**src/shared/snc_pkg.sv**
```systemverilog
package snc_pkg;

  // --------------------------------------------------------------
  // Opcodes
  // --------------------------------------------------------------
  localparam logic [7:0] OP_WRITE_ENABLE_CMD = 8'h06;
  localparam logic [7:0] OP_WRITE_DISABLE_CMD = 8'h04;
  localparam logic [7:0] OP_GETF = 8'h0f;
  localparam logic [7:0] OP_SETF = 8'h1f;
  localparam logic [7:0] OP_PRD = 8'h13;
  localparam logic [7:0] OP_RC1 = 8'h03;
  localparam logic [7:0] OP_RCF = 8'h0b;
  localparam logic [7:0] OP_RC2 = 8'h3b;
  localparam logic [7:0] OP_RC4 = 8'h6b;
  localparam logic [7:0] OP_RCD = 8'hbb;
  localparam logic [7:0] OP_RCQ = 8'heb;
  localparam logic [7:0] OP_RDID = 8'h9f;
  localparam logic [7:0] OP_PEXE = 8'h10;
  localparam logic [7:0] OP_BERS = 8'hd8;
  localparam logic [7:0] OP_RST = 8'hff;

  // --------------------------------------------------------------
  // Feature addresses and reset values
  // --------------------------------------------------------------
  localparam logic [7:0] ADR_PROT = 8'ha0;
  localparam logic [7:0] ADR_CFG = 8'hb0;
  localparam logic [7:0] ADR_STAT = 8'hc0;
  localparam logic [7:0] ADR_DRV = 8'hd0;
  localparam logic [7:0] RST_PROT = 8'h7c;
  localparam logic [7:0] RST_CFG = 8'h10;
  localparam logic [7:0] RST_DRV = 8'h00;
  localparam int CFG_ECC_EN_BIT = 4;
  localparam int DRV_HI_BIT = 6;
  localparam int DRV_LO_BIT = 5;

  // --------------------------------------------------------------
  // Field encodings
  // --------------------------------------------------------------
  localparam logic [1:0] ECC_CLEAN = 2'h0;
  localparam logic [1:0] ECC_FIXED = 2'h1;
  localparam logic [1:0] ECC_UNFIX = 2'h2;
  localparam logic [1:0] DRV_FULL = 2'h0;
  localparam logic [1:0] DRV_3Q = 2'h1;
  localparam logic [1:0] DRV_HALF = 2'h2;
  localparam logic [1:0] DRV_1Q = 2'h3;

  // --------------------------------------------------------------
  // Frame bit counts
  // --------------------------------------------------------------
  localparam logic [4:0] BITS_OPC = 5'h08;
  localparam logic [4:0] BITS_FADR = 5'h08;
  localparam logic [4:0] BITS_ROW = 5'h18;
  localparam logic [4:0] BITS_COL = 5'h10;
  localparam logic [4:0] BITS_DUM8 = 5'h08;
  localparam logic [4:0] BITS_DUM16 = 5'h10;
  localparam logic [11:0] LAST_COL = 12'h87f;
  localparam logic [15:0] BOOT_ROW = 16'h0000;

  // --------------------------------------------------------------
  // Types
  // --------------------------------------------------------------
  typedef enum logic [2:0] {
    PH_CMD = 3'b000,
    PH_ADDR = 3'b001,
    PH_DUMMY = 3'b010,
    PH_WDATA = 3'b011,
    PH_OUT = 3'b100,
    PH_IGN = 3'b101
  } snc_phase_t;

  typedef enum logic [1:0] {
    AOP_READ = 2'b00,
    AOP_PROG = 2'b01,
    AOP_ERASE = 2'b10,
    AOP_RESET = 2'b11
  } snc_aop_t;

endpackage

```
**src/hdl/snc_buf2.sv**
```systemverilog
`timescale 1ns/100ps
module snc_buf2 import snc_pkg::*; #(
  parameter int W = 8,
  parameter int DEPTH = 2
) (
  // Clock and reset
  input wire logic clk_i,
  input wire logic arst_n_i,
  input wire logic flush_i,
  // Fill side
  input wire logic in_valid_i,
  output logic in_ready_o,
  input wire logic [W-1:0] in_data_i,
  // Drain side
  output logic out_valid_o,
  input wire logic out_ready_i,
  output logic [W-1:0] out_data_o
);
  localparam int AW = (DEPTH > 1) ? $clog2(DEPTH) : 1;
  logic [W-1:0] mem_q [DEPTH];
  logic [W-1:0] mem_d [DEPTH];
  logic [AW-1:0] wp_q, wp_d, rp_q, rp_d;
  logic [AW:0] n_q, n_d;
  logic push, pop;

  assign in_ready_o = (n_q != (AW+1)'(DEPTH));
  assign out_valid_o = (n_q != '0);
  assign out_data_o = mem_q[rp_q];
  assign push = in_valid_i && in_ready_o;
  assign pop = out_valid_o && out_ready_i;

  // Pointer and count update
  always_comb begin
    mem_d = mem_q;
    wp_d = wp_q;
    rp_d = rp_q;
    if (push) begin
      mem_d[wp_q] = in_data_i;
      wp_d = (wp_q == AW'(DEPTH-1)) ? '0 : wp_q + 1'b1;
    end
    if (pop) begin
      rp_d = (rp_q == AW'(DEPTH-1)) ? '0 : rp_q + 1'b1;
    end
    n_d = n_q + (AW+1)'(push) - (AW+1)'(pop);
    if (flush_i) begin
      wp_d = '0;
      rp_d = '0;
      n_d = '0;
    end
  end

  // Storage registers
  always_ff @(posedge clk_i or negedge arst_n_i) begin
    if (!arst_n_i) begin
      for (int i = 0; i < DEPTH; i++) begin
        mem_q[i] <= '0;
      end
      wp_q <= '0;
      rp_q <= '0;
      n_q <= '0;
    end else begin
      mem_q <= mem_d;
      wp_q <= wp_d;
      rp_q <= rp_d;
      n_q <= n_d;
    end
  end
endmodule

```
**src/hdl/snc_core.sv**
```systemverilog
// What this block does
// - Two-bit ECC result: clean, fixed, uncorrected
// - Reset command clears ECC result
// - ECC result meaningless while ECC disabled
// - Power-on loads ECC from page zero read
// - Failed or protected program/erase sets fail flag
// - Execute, erase or reset clear fail flags
// - Write-enable opcode sets write latch
// - Latch cleared by disable, power-up, execute, erase
// - Busy high during power-up and operations
// - Busy discards all but get-feature, reset, ID
// - Drive field selects pad strength
// - Feature get/set: address then data byte
// - Page read: dummy byte, row, then busy
// - Cache read: dummy nibble, column, dummy byte, then data
// - Dual read: two-line column, dummy, data
// - Quad read: four-line column, dummy, data
// - Every field shifts most significant first
// - Feature settings survive reset command
// - Status register not writable by set-feature
// - Chip select high ends the command
`timescale 1ns/100ps
module snc_core import snc_pkg::*; #(
  parameter logic [7:0] MFR_ID = 8'h5a, // Arbitrary value
  parameter logic [7:0] DEV_ID = 8'h3c, // Arbitrary value
  parameter int BUF_DEPTH = 2
) (
  // Clock and reset
  input wire logic CLOCK_I,
  input wire logic ARST_N_I,
  // Serial link
  input wire logic SCLK_I,
  input wire logic CS_N_I,
  input wire logic [3:0] DQ_I,
  output logic [3:0] DQ_O,
  output logic [3:0] DQ_OE_O,
  // Array engine
  output logic ARR_START_O,
  output logic [1:0] ARR_OP_O,
  output logic [15:0] ARR_ROW_O,
  input wire logic ARR_DONE_I,
  input wire logic ARR_FAIL_I,
  input wire logic [1:0] ARR_ECC_I,
  // Cache read stream
  output logic [11:0] CACHE_COL_O,
  input wire logic [7:0] CACHE_DATA_I,
  input wire logic CACHE_VALID_I,
  output logic CACHE_READY_O,
  // Feature outputs
  output logic [1:0] DRIVE_STRENGTH_O,
  output logic ECC_ENABLE_O,
  output logic [7:0] PROTECT_CFG_O
);
  // --------------------------------------------------------------
  // Link sampling
  // --------------------------------------------------------------
  logic [5:0] pins_s;
  logic sclk_s, cs_n_s, sclk_q, rise, fall;
  logic [3:0] dq_s;

  snc_sync2 #(.W(6), .RST(6'h02)) u_sync (
    .clk_i(CLOCK_I),
    .arst_n_i(ARST_N_I),
    .d_i({DQ_I, CS_N_I, SCLK_I}),
    .q_o(pins_s)
  );
  assign sclk_s = pins_s[0];
  assign cs_n_s = pins_s[1];
  assign dq_s = pins_s[5:2];
  assign rise = sclk_s && !sclk_q;
  assign fall = !sclk_s && sclk_q;

  // --------------------------------------------------------------
  // State
  // --------------------------------------------------------------
  snc_phase_t ph_q, ph_d;
  snc_aop_t aop_q, aop_d;
  logic [4:0] cnt_q, cnt_d, ln_q, ln_d;
  logic [23:0] sh_q, sh_d, nsh;
  logic [7:0] opc_q, opc_d, adr_q, adr_d, oreg_q, oreg_d, obyte;
  logic [3:0] obit_q, obit_d, dqo_q, dqo_d, oe_q, oe_d;
  logic [11:0] col_q, col_d;
  logic [15:0] row_q, row_d;
  logic [7:0] prot_q, prot_d, cfg_q, cfg_d, drv_q, drv_d;
  logic [1:0] ecc_q, ecc_d;
  logic pfail_q, pfail_d, efail_q, efail_d;
  logic write_enable_latch_q, write_enable_latch_d;
  logic busy_q, busy_d, start_q, start_d, boot_q, boot_d;
  logic idsel_q, idsel_d;
  logic last, cmd_go, launch, rd_op, rd_act, pop, wr_stb;
  logic [7:0] code;
  logic buf_v, buf_rdy;
  logic [7:0] buf_dat;
  logic [7:0] status;

  assign status = {2'h0, ecc_q, pfail_q, efail_q, write_enable_latch_q,
                   busy_q};
  assign rd_op = (opc_q == OP_RC1) || (opc_q == OP_RCF) ||
                 (opc_q == OP_RC2) || (opc_q == OP_RC4) ||
                 (opc_q == OP_RCD) || (opc_q == OP_RCQ);
  assign rd_act = rd_op && !cs_n_s &&
                  ((ph_q == PH_DUMMY) || (ph_q == PH_OUT));
  assign last = rise && (cnt_q <= ln_q);
  assign code = nsh[7:0];

  // Feature readback by address
  function automatic logic [7:0] rd_feat(input logic [7:0] a,
                                         input logic [7:0] p,
                                         input logic [7:0] c,
                                         input logic [7:0] s,
                                         input logic [7:0] d);
    case (a)
      ADR_PROT: rd_feat = p;
      ADR_CFG: rd_feat = c;
      ADR_STAT: rd_feat = s;
      ADR_DRV: rd_feat = d;
      default: rd_feat = 8'h00;
    endcase
  endfunction

  // --------------------------------------------------------------
  // Cache stream buffer
  // --------------------------------------------------------------
  snc_buf2 #(.W(8), .DEPTH(BUF_DEPTH)) u_buf (
    .clk_i(CLOCK_I),
    .arst_n_i(ARST_N_I),
    .flush_i(!rd_act),
    .in_valid_i(CACHE_VALID_I && rd_act),
    .in_ready_o(buf_rdy),
    .in_data_i(CACHE_DATA_I),
    .out_valid_o(buf_v),
    .out_ready_i(pop),
    .out_data_o(buf_dat)
  );
  assign CACHE_READY_O = buf_rdy && rd_act;

  // --------------------------------------------------------------
  // Next-state logic
  // --------------------------------------------------------------
  always_comb begin
    ph_d = ph_q;
    aop_d = aop_q;
    cnt_d = cnt_q;
    ln_d = ln_q;
    sh_d = sh_q;
    opc_d = opc_q;
    adr_d = adr_q;
    oreg_d = oreg_q;
    obit_d = obit_q;
    dqo_d = dqo_q;
    col_d = col_q;
    row_d = row_q;
    prot_d = prot_q;
    cfg_d = cfg_q;
    drv_d = drv_q;
    ecc_d = ecc_q;
    pfail_d = pfail_q;
    efail_d = efail_q;
    write_enable_latch_d = write_enable_latch_q;
    idsel_d = idsel_q;
    boot_d = 1'b0;
    launch = 1'b0;
    pop = 1'b0;
    wr_stb = 1'b0;
    cmd_go = 1'b0;
    obyte = oreg_q;
    // Shift in, top line first
    case (ln_q)
      5'h02: nsh = {sh_q[21:0], dq_s[1:0]};
      5'h04: nsh = {sh_q[19:0], dq_s};
      default: nsh = {sh_q[22:0], dq_s[0]};
    endcase
    // Power-on read of the first page
    if (boot_q) begin
      launch = 1'b1;
      aop_d = AOP_READ;
      row_d = BOOT_ROW;
    end
    if (cs_n_s) begin
      ph_d = PH_CMD;
      cnt_d = BITS_OPC;
      ln_d = 5'h01;
      obit_d = 4'h0;
    end else if (rise && (ph_q != PH_OUT) && (ph_q != PH_IGN)) begin
      sh_d = nsh;
      cnt_d = cnt_q - ln_q;
      if (last) begin
        case (ph_q)
          PH_CMD: begin
            cmd_go = 1'b1;
            opc_d = code;
            ph_d = PH_IGN;
            if (busy_q && (code != OP_GETF) && (code != OP_RST) &&
                (code != OP_RDID)) begin
              ph_d = PH_IGN;
            end else begin
              case (code)
                OP_WRITE_ENABLE_CMD: write_enable_latch_d = 1'b1;
                OP_WRITE_DISABLE_CMD: write_enable_latch_d = 1'b0;
                OP_RST: begin
                  launch = 1'b1;
                  aop_d = AOP_RESET;
                  ecc_d = ECC_CLEAN;
                  pfail_d = 1'b0;
                  efail_d = 1'b0;
                end
                OP_GETF, OP_SETF: begin
                  ph_d = PH_ADDR;
                  cnt_d = BITS_FADR;
                end
                OP_PRD, OP_PEXE, OP_BERS: begin
                  ph_d = PH_ADDR;
                  cnt_d = BITS_ROW;
                end
                OP_RC1, OP_RCF, OP_RC2, OP_RC4: begin
                  ph_d = PH_ADDR;
                  cnt_d = BITS_COL;
                end
                OP_RCD: begin
                  ph_d = PH_ADDR;
                  cnt_d = BITS_COL;
                  ln_d = 5'h02;
                end
                OP_RCQ: begin
                  ph_d = PH_ADDR;
                  cnt_d = BITS_COL;
                  ln_d = 5'h04;
                end
                OP_RDID: begin
                  ph_d = PH_DUMMY;
                  cnt_d = BITS_DUM8;
                end
                default: ph_d = PH_IGN;
              endcase
            end
          end
          PH_ADDR: begin
            adr_d = code;
            ph_d = PH_IGN;
            if (opc_q == OP_GETF) begin
              ph_d = PH_OUT;
            end else if (opc_q == OP_SETF) begin
              ph_d = PH_WDATA;
              cnt_d = BITS_FADR;
            end else if (!rd_op) begin
              // Execute and erase need the latch set
              if ((opc_q == OP_PRD) || write_enable_latch_q) begin
                launch = 1'b1;
                row_d = nsh[15:0];
                case (opc_q)
                  OP_PEXE: aop_d = AOP_PROG;
                  OP_BERS: aop_d = AOP_ERASE;
                  default: aop_d = AOP_READ;
                endcase
                if (opc_q != OP_PRD) begin
                  pfail_d = 1'b0;
                  efail_d = 1'b0;
                end
              end
            end else begin
              // Column clamps to the last cache byte
              col_d = (nsh[11:0] > LAST_COL) ? LAST_COL
                                             : nsh[11:0];
              ph_d = PH_DUMMY;
              cnt_d = (opc_q == OP_RCQ) ? BITS_DUM16 : BITS_DUM8;
            end
          end
          PH_DUMMY: begin
            ph_d = PH_OUT;
            case (opc_q)
              OP_RC2, OP_RCD: ln_d = 5'h02;
              OP_RC4, OP_RCQ: ln_d = 5'h04;
              default: ln_d = 5'h01;
            endcase
          end
          PH_WDATA: begin
            wr_stb = 1'b1;
            ph_d = PH_IGN;
            case (adr_q)
              ADR_PROT: prot_d = code;
              ADR_CFG: cfg_d = code;
              ADR_DRV: drv_d = code;
              default: ph_d = PH_IGN;
            endcase
          end
          default: ph_d = PH_IGN;
        endcase
      end
    end else if (fall && (ph_q == PH_OUT)) begin
      // Load a new byte or keep shifting out
      if (obit_q == 4'h0) begin
        if (opc_q == OP_GETF) begin
          obyte = rd_feat(adr_q, prot_q, cfg_q, status, drv_q);
        end else if (opc_q == OP_RDID) begin
          obyte = idsel_q ? DEV_ID : MFR_ID;
          idsel_d = !idsel_q;
        end else begin
          obyte = buf_v ? buf_dat : 8'hff;
          pop = buf_v;
        end
      end
      case (ln_q)
        5'h02: dqo_d = {2'h0, obyte[7:6]};
        5'h04: dqo_d = obyte[7:4];
        default: dqo_d = {2'h0, obyte[7], 1'b0};
      endcase
      oreg_d = obyte << ln_q[2:0];
      obit_d = ((obit_q == 4'h0) ? 4'h8 : obit_q) - ln_q[3:0];
    end
    if (cs_n_s || (ph_q != PH_OUT)) begin
      idsel_d = 1'b0;
    end
    // Next column follows each accepted cache byte, holding at the last column
    if (CACHE_READY_O && CACHE_VALID_I && (col_q != LAST_COL)) begin
      col_d = col_q + 12'h001;
    end
    // Completion of the array operation
    if (ARR_DONE_I && busy_q) begin
      case (aop_q)
        AOP_READ: ecc_d = ARR_ECC_I;
        AOP_PROG: begin
          pfail_d = ARR_FAIL_I;
          write_enable_latch_d = 1'b0;
        end
        AOP_ERASE: begin
          efail_d = ARR_FAIL_I;
          write_enable_latch_d = 1'b0;
        end
        default: ecc_d = ECC_CLEAN;
      endcase
    end
    busy_d = launch ? 1'b1 : (ARR_DONE_I ? 1'b0 : busy_q);
    start_d = launch;
    case (ln_d)
      5'h02: oe_d = 4'h3;
      5'h04: oe_d = 4'hf;
      default: oe_d = 4'h2;
    endcase
    if (ph_d != PH_OUT) begin
      oe_d = 4'h0;
    end
  end

  // --------------------------------------------------------------
  // Registers
  // --------------------------------------------------------------
  always_ff @(posedge CLOCK_I or negedge ARST_N_I) begin
    if (!ARST_N_I) begin
      sclk_q <= 1'b0;
      ph_q <= PH_CMD;
      aop_q <= AOP_READ;
      cnt_q <= BITS_OPC;
      ln_q <= 5'h01;
      sh_q <= '0;
      opc_q <= 8'h00;
      adr_q <= 8'h00;
      oreg_q <= 8'h00;
      obit_q <= 4'h0;
      dqo_q <= 4'h0;
      oe_q <= 4'h0;
      col_q <= 12'h000;
      row_q <= 16'h0000;
      prot_q <= RST_PROT;
      cfg_q <= RST_CFG;
      drv_q <= RST_DRV;
      ecc_q <= ECC_CLEAN;
      pfail_q <= 1'b0;
      efail_q <= 1'b0;
      write_enable_latch_q <= 1'b0;
      busy_q <= 1'b1;
      start_q <= 1'b0;
      boot_q <= 1'b1;
      idsel_q <= 1'b0;
    end else begin
      sclk_q <= sclk_s;
      ph_q <= ph_d;
      aop_q <= aop_d;
      cnt_q <= cnt_d;
      ln_q <= ln_d;
      sh_q <= sh_d;
      opc_q <= opc_d;
      adr_q <= adr_d;
      oreg_q <= oreg_d;
      obit_q <= obit_d;
      dqo_q <= dqo_d;
      oe_q <= oe_d;
      col_q <= col_d;
      row_q <= row_d;
      prot_q <= prot_d;
      cfg_q <= cfg_d;
      drv_q <= drv_d;
      ecc_q <= ecc_d;
      pfail_q <= pfail_d;
      efail_q <= efail_d;
      write_enable_latch_q <= write_enable_latch_d;
      busy_q <= busy_d;
      start_q <= start_d;
      boot_q <= boot_d;
      idsel_q <= idsel_d;
    end
  end

  // Outputs
  assign DQ_O = dqo_q;
  assign DQ_OE_O = oe_q;
  assign ARR_START_O = start_q;
  assign ARR_OP_O = aop_q;
  assign ARR_ROW_O = row_q;
  assign CACHE_COL_O = col_q;
  assign DRIVE_STRENGTH_O = {drv_q[DRV_HI_BIT], drv_q[DRV_LO_BIT]};
  assign ECC_ENABLE_O = cfg_q[CFG_ECC_EN_BIT];
  assign PROTECT_CFG_O = prot_q;
endmodule

```
**src/hdl/snc_sync2.sv**
```systemverilog
`timescale 1ns/100ps
module snc_sync2 import snc_pkg::*; #(
  parameter int W = 1,
  parameter logic [W-1:0] RST = '0
) (
  // Clock and reset
  input wire logic clk_i,
  input wire logic arst_n_i,
  // Data
  input wire logic [W-1:0] d_i,
  output logic [W-1:0] q_o
);
  logic [W-1:0] meta_q;
  logic [W-1:0] sync_q;

  // Two stages; only the second is read
  always_ff @(posedge clk_i or negedge arst_n_i) begin
    if (!arst_n_i) begin
      meta_q <= RST;
      sync_q <= RST;
    end else begin
      meta_q <= d_i;
      sync_q <= meta_q;
    end
  end

  assign q_o = sync_q;
endmodule

```
**config.mk**
```make
export PLATFORM = sky130hd
export DESIGN_NAME = snc_core
export DESIGN_NICKNAME = d
export VERILOG_FILES = /design/src/shared/snc_pkg.sv /design/src/hdl/snc_buf2.sv /design/src/hdl/snc_core.sv /design/src/hdl/snc_sync2.sv
export SDC_FILE = /design/constraint.sdc
export NUM_CORES = 1
export LEC_CHECK = 0
export ABC_AREA = 1
export BUFFER_PORTS_ARGS = -buffer_cell sky130_fd_sc_hd__buf_2
export CORE_MARGIN = 2
export CORE_UTILIZATION = 49
export CTS_BUF_LIST = sky130_fd_sc_hd__clkbuf_4 sky130_fd_sc_hd__clkbuf_8
export DETAILED_ROUTE_END_ITERATION = 16
export GPL_TIMING_DRIVEN = 0
export PLACE_DENSITY = 0.74
export SYNTH_ARGS = -nofsm -noshare
export SYNTH_HDL_FRONTEND = slang
export SYNTH_HIERARCHICAL = 1
export SYNTH_SLANG_ARGS = --single-unit
```
**constraint.sdc**
```tcl
create_clock -name CLOCK_I -period 8.5 [get_ports CLOCK_I]
set_clock_uncertainty 0.15 [all_clocks]
set_input_delay 0 -clock CLOCK_I [delete_from_list [all_inputs] [get_ports CLOCK_I]]
set_output_delay 0 -clock CLOCK_I [all_outputs]
set_load 0.05 [all_outputs]
```
==> results by group <==
Setup path
  • Crit Path Class: flop to flop
  • Most frequent CP cell: inv_1
  • Required time worst endpoint: 8690 ps
  • Worst-path cell chain: buf_4, inv_1, buf_4, ha_1, nand2_1, nand2_1, a31oi_1, inv_1, a21oi_1, nor2_1, o21ai_2, nand2_2, nor2_4, inv_2, nor4_1, inv_1, nand3_1, o21ai_0
  • Worst Reg-to-Reg Cells: 18
  • Worst Setup End Kind: flop
  • Max stage delay on crit path: 580 ps
  • R2R Setup Slk: between 4000 and 5000 ps
  • CP max FO: 11
  • Worst reg2reg path endpoint: ARR_ROW_O[14]
  • Critical Path AT: 3900 ps
  • Slowest-stage cell, CP: nor4_1
  • Reg2reg start: ln_q[2]
  • Startpoint types: flop

STA
  • Slew HR: 0.2482
  • Measured slew at the worst slew-check pin: between 1000 and 1500 ps
  • Peak Freq: between 200 and 300 MHz
  • Final setup viols: 0
  • Crit share post-route: 0.4360
  • Max Slew Vio Count: 0
  • Post-layout minimum cycle time: approximately 3700 ps
  • TNS Setup: 0 ps
  • RSZ-0062 raised after global routing: false
  • Final Hold Fails: 0

Yosys
  • Post-synth top flop: dfrtp_1
  • Synthesized area per cell: around 7.8 um2
  • Post-Synthesis Cells: 1129
  • Seq/Total Area, Yosys: 0.4515
  • Seq cells post-synth: roughly 160
  • Post-synth ARST share: 1.000
  • Number of flops mapped to enable cells by yosys: 0
  • Synthesized cell area: 0.008846 mm2
  • Synth unique cells: 52
  • Synth warnings: 6
  • Net Count, Synth: roughly 1200

GRT
  • Global-route wire length before repair: 39.83 mm
  • Tot GR Track Use: 0.2575
  • Number of global-route vias before repair: between 7000 and 8000
  • Largest net degree at the start of global routing: 116
  • Antenna violations before repair: 0
  • Gr ovfl total: 0

Final layout
  • Share of layout cells above drive strength 1: 0.1559
  • Fillcell total: between 1500 and 2000
  • # diodes: 0
  • Syn-to-layout area delta: 14.91%
  • Final #Nets: approximately 1300
  • Cell Count, Final, Fillers Out: 1486

Place
  • Placed Instances: 1430
  • Routability Congestion: between 0.9 and 1
  • Detailed placement HPWL: 17.73 mm
  • I/O Buffers: 71

Hold path
  • WHS Endpoint: u_sync/meta_q[1]
  • Worst hold start: CS_N_I
  • Hold Crit Class: primary input to flop
  • Hold Path Cell Cnt: 2

Floorplanning
  • Initial Utilization: 0.4958
  • Core ar.: roughly 0.018 mm2
  • Site Rows: about 50
  • Die height: about 140 um
  • Width of the die: between 100 and 150 um
  • Area of the die: 0.01914 mm2
  • I/O pins: 72

Power and ir drop
  • Leakage: 5.000 nW
  • Worst VDD drop: roughly 100 uV
  • PD cells: 161.1 mW/mm2

Clock network
  • CTS tree: done
  • CTS max path bufs: 2
  • CTS Buf Count: 17
  • CTS clock-pin slew for the worst setup and hold paths: 90 ps
  • Clk_lat worst skew: 460 ps
  • Root buf cell: clkbuf_8
  • Clk sinks: approximately 160
  • Post_cts resized: 0
  • # H-tree levels: 4
  • Postcts setup bufs: 0

Drt
  • Drt via density: 5.553
  • Drt first pass iters: 6
  • Post-DRT Antenna Nets: 0
  • Residual DRC: 0
  • Via count: 8252
  • Final wirelength: ~24 mm
  • DR iter-0 viols: 692
  • Drt wl/cell: 16.46 um

Status
  • Run status: finished, final reports clean

Job
  • Max-cap violations: 0
-- worst max-delay path, delay by kind of cell, from the launching register on --
kind                       cells  cell delay (ps)
AOI/OAI and AO/OA              4              600
and+or+nand+nor                7             1270
buffers and inverters          6              880
adders and majority gates      1              310
DFF                            1              370
-- power by group --
group / switching (W) / total, W / internal, W
combinational: 0.000185 / 0.000261 / 0.0000760
sequential: 0.0000298 / 0.000824 / 0.000794
clock: 0.000293 / 0.000553 / 0.000260
-- sequential cells by signal (all words and copies together) (netlist names), 4 cells and up --
signal         cells
adr_q              8
u_sync/q_o         6
cnt_q              5
cfg_q              8
u_buf/mem_q       16
DQ_O               4
sh_q              15
ln_q               5
drv_q              8
PROTECT_CFG_O      8
opc_q              8
obit_q             4
oreg_q             8
ARR_ROW_O         16
CACHE_COL_O       12
u_sync/meta_q      6
-- kinds of logic (layout without fill, tap and decap cells) --
family,after synthesis,in the layout,share of synthesized area
flip-flops,159,159,0.4515
AO/OA/AOI/OAI,208,208,0.1334
XOR/XNOR,12,12,0.01188
adder cells (fa/ha/maj),17,17,0.02574
buffers and inverters,165,293,0.07850
AND/OR/NAND/NOR,567,567,0.2986
other,1,1,0.0004239
-- cell type report --
cell class | count | area (um2) | area share
Multi-Input combinational cell | 805 | 4158 | 0.4090
Sequential cell | 159 | 3994 | 0.3929
Timing Repair Buffer | 96 | 643.1 | 0.06327
Inverter | 131 | 491.7 | 0.04838
Tap cell | 229 | 286.5 | 0.02819
Clock buffer | 21 | 282.8 | 0.02782
Buffer | 34 | 202.7 | 0.01994
Clock inverter | 11 | 106.4 | 0.01046
-- through the flow --
step           hold slack [ps]  worst slack (ps)  utilization  area (um2)  total power (W)
6_report                 27.82              4794       0.5697       10160         0.001637
5_1_grt                  17.49              4522       0.5697       10160         0.001709
4_1_cts                  4.880              4850       0.5697       10160         0.001646
3_5_place_dp            -227.9              4857       0.5339        9525         0.001083
3_3_place_gp            -44.95              4841       0.5318        9488         0.001078
2_1_floorplan           -445.6              5540            -        8846        0.0009947
-- cell usage after synthesis, types with 6 or more instances --
library cell | number | area, um2
nand3_2 | 8 | 80.08
o22ai_1 | 10 | 62.56
nand2_2 | 9 | 56.30
inv_2 | 12 | 45.04
nand3_1 | 87 | 435.4
xor2_1 | 9 | 78.83
buf_4 | 7 | 52.55
nor2_4 | 11 | 123.9
nor3_1 | 18 | 90.09
a21oi_1 | 40 | 200.2
nand4_1 | 40 | 250.2
ha_1 | 15 | 187.7
clkinv_1 | 6 | 22.52
buf_2 | 9 | 45.04
o21ai_0 | 107 | 535.5
clkbuf_1 | 13 | 48.80
o211ai_1 | 8 | 60.06
inv_1 | 113 | 424.2
o21ai_1 | 11 | 55.05
nor4_1 | 7 | 43.79
dfrtp_1 | 147 | 3679
dfstp_2 | 12 | 315.3
nand2_1 | 300 | 1126
nor2_1 | 71 | 266.5
-- worst max-delay path by stage --
| stage | start | endpoint | slack (ps) | depth (start not counted) |
|---|---|---|---|---|
| 2_1_floorplan | ln_q[2] | ARR_ROW_O[0] | 5540 | 21 |
| 3_3_place_gp | ln_q[2] | ARR_ROW_O[14] | 4840 | 18 |
| 3_5_place_dp | ln_q[2] | ARR_ROW_O[14] | 4860 | 18 |
| 4_1_cts | ln_q[2] | ARR_ROW_O[14] | 4850 | 18 |
| 5_1_grt | ln_q[2] | ARR_ROW_O[2] | 4520 | 18 |
| 6_report | ln_q[2] | ARR_ROW_O[14] | 4790 | 18 |
-- cells in the final DEF, fill, tap and decap left out, types with 10 or more instances in the layout --
| cell | Yosys | routed |
|---|---|---|
| a21oi_1 | 40 | 40 |
| buf_2 | 9 | 79 |
| clkbuf_1 | 13 | 13 |
| clkbuf_8 | 0 | 20 |
| dfrtp_1 | 147 | 147 |
| dfstp_2 | 12 | 12 |
| dlygate4sd3_1 | 0 | 23 |
| ha_1 | 15 | 15 |
| inv_1 | 113 | 113 |
| inv_2 | 12 | 12 |
| nand2_1 | 300 | 300 |
| nand3_1 | 87 | 87 |
| nand4_1 | 40 | 40 |
| nor2_1 | 71 | 71 |
| nor2_4 | 11 | 11 |
| nor3_1 | 18 | 18 |
| o21ai_0 | 107 | 107 |
| o21ai_1 | 11 | 11 |
| o22ai_1 | 10 | 10 |
-- layer usage --
layer  vias up  global-route usage  wire length (um)
li1       4003                   -                 -
met1      3942              0.3570             11150
met2       268              0.4117             11280
met3        39             0.04538              1430
met4         0             0.08808               602
met5         -                   0                 0
-- repair_timing --
| action | CTS | global route |
|---|---|---|
| hold buffers | 24 | 0 |
| endpoints found under the hold margin | 183 | 0 |
| setup endpoints to repair | 0 | 0 |
(Power assumes the default switching activity.)
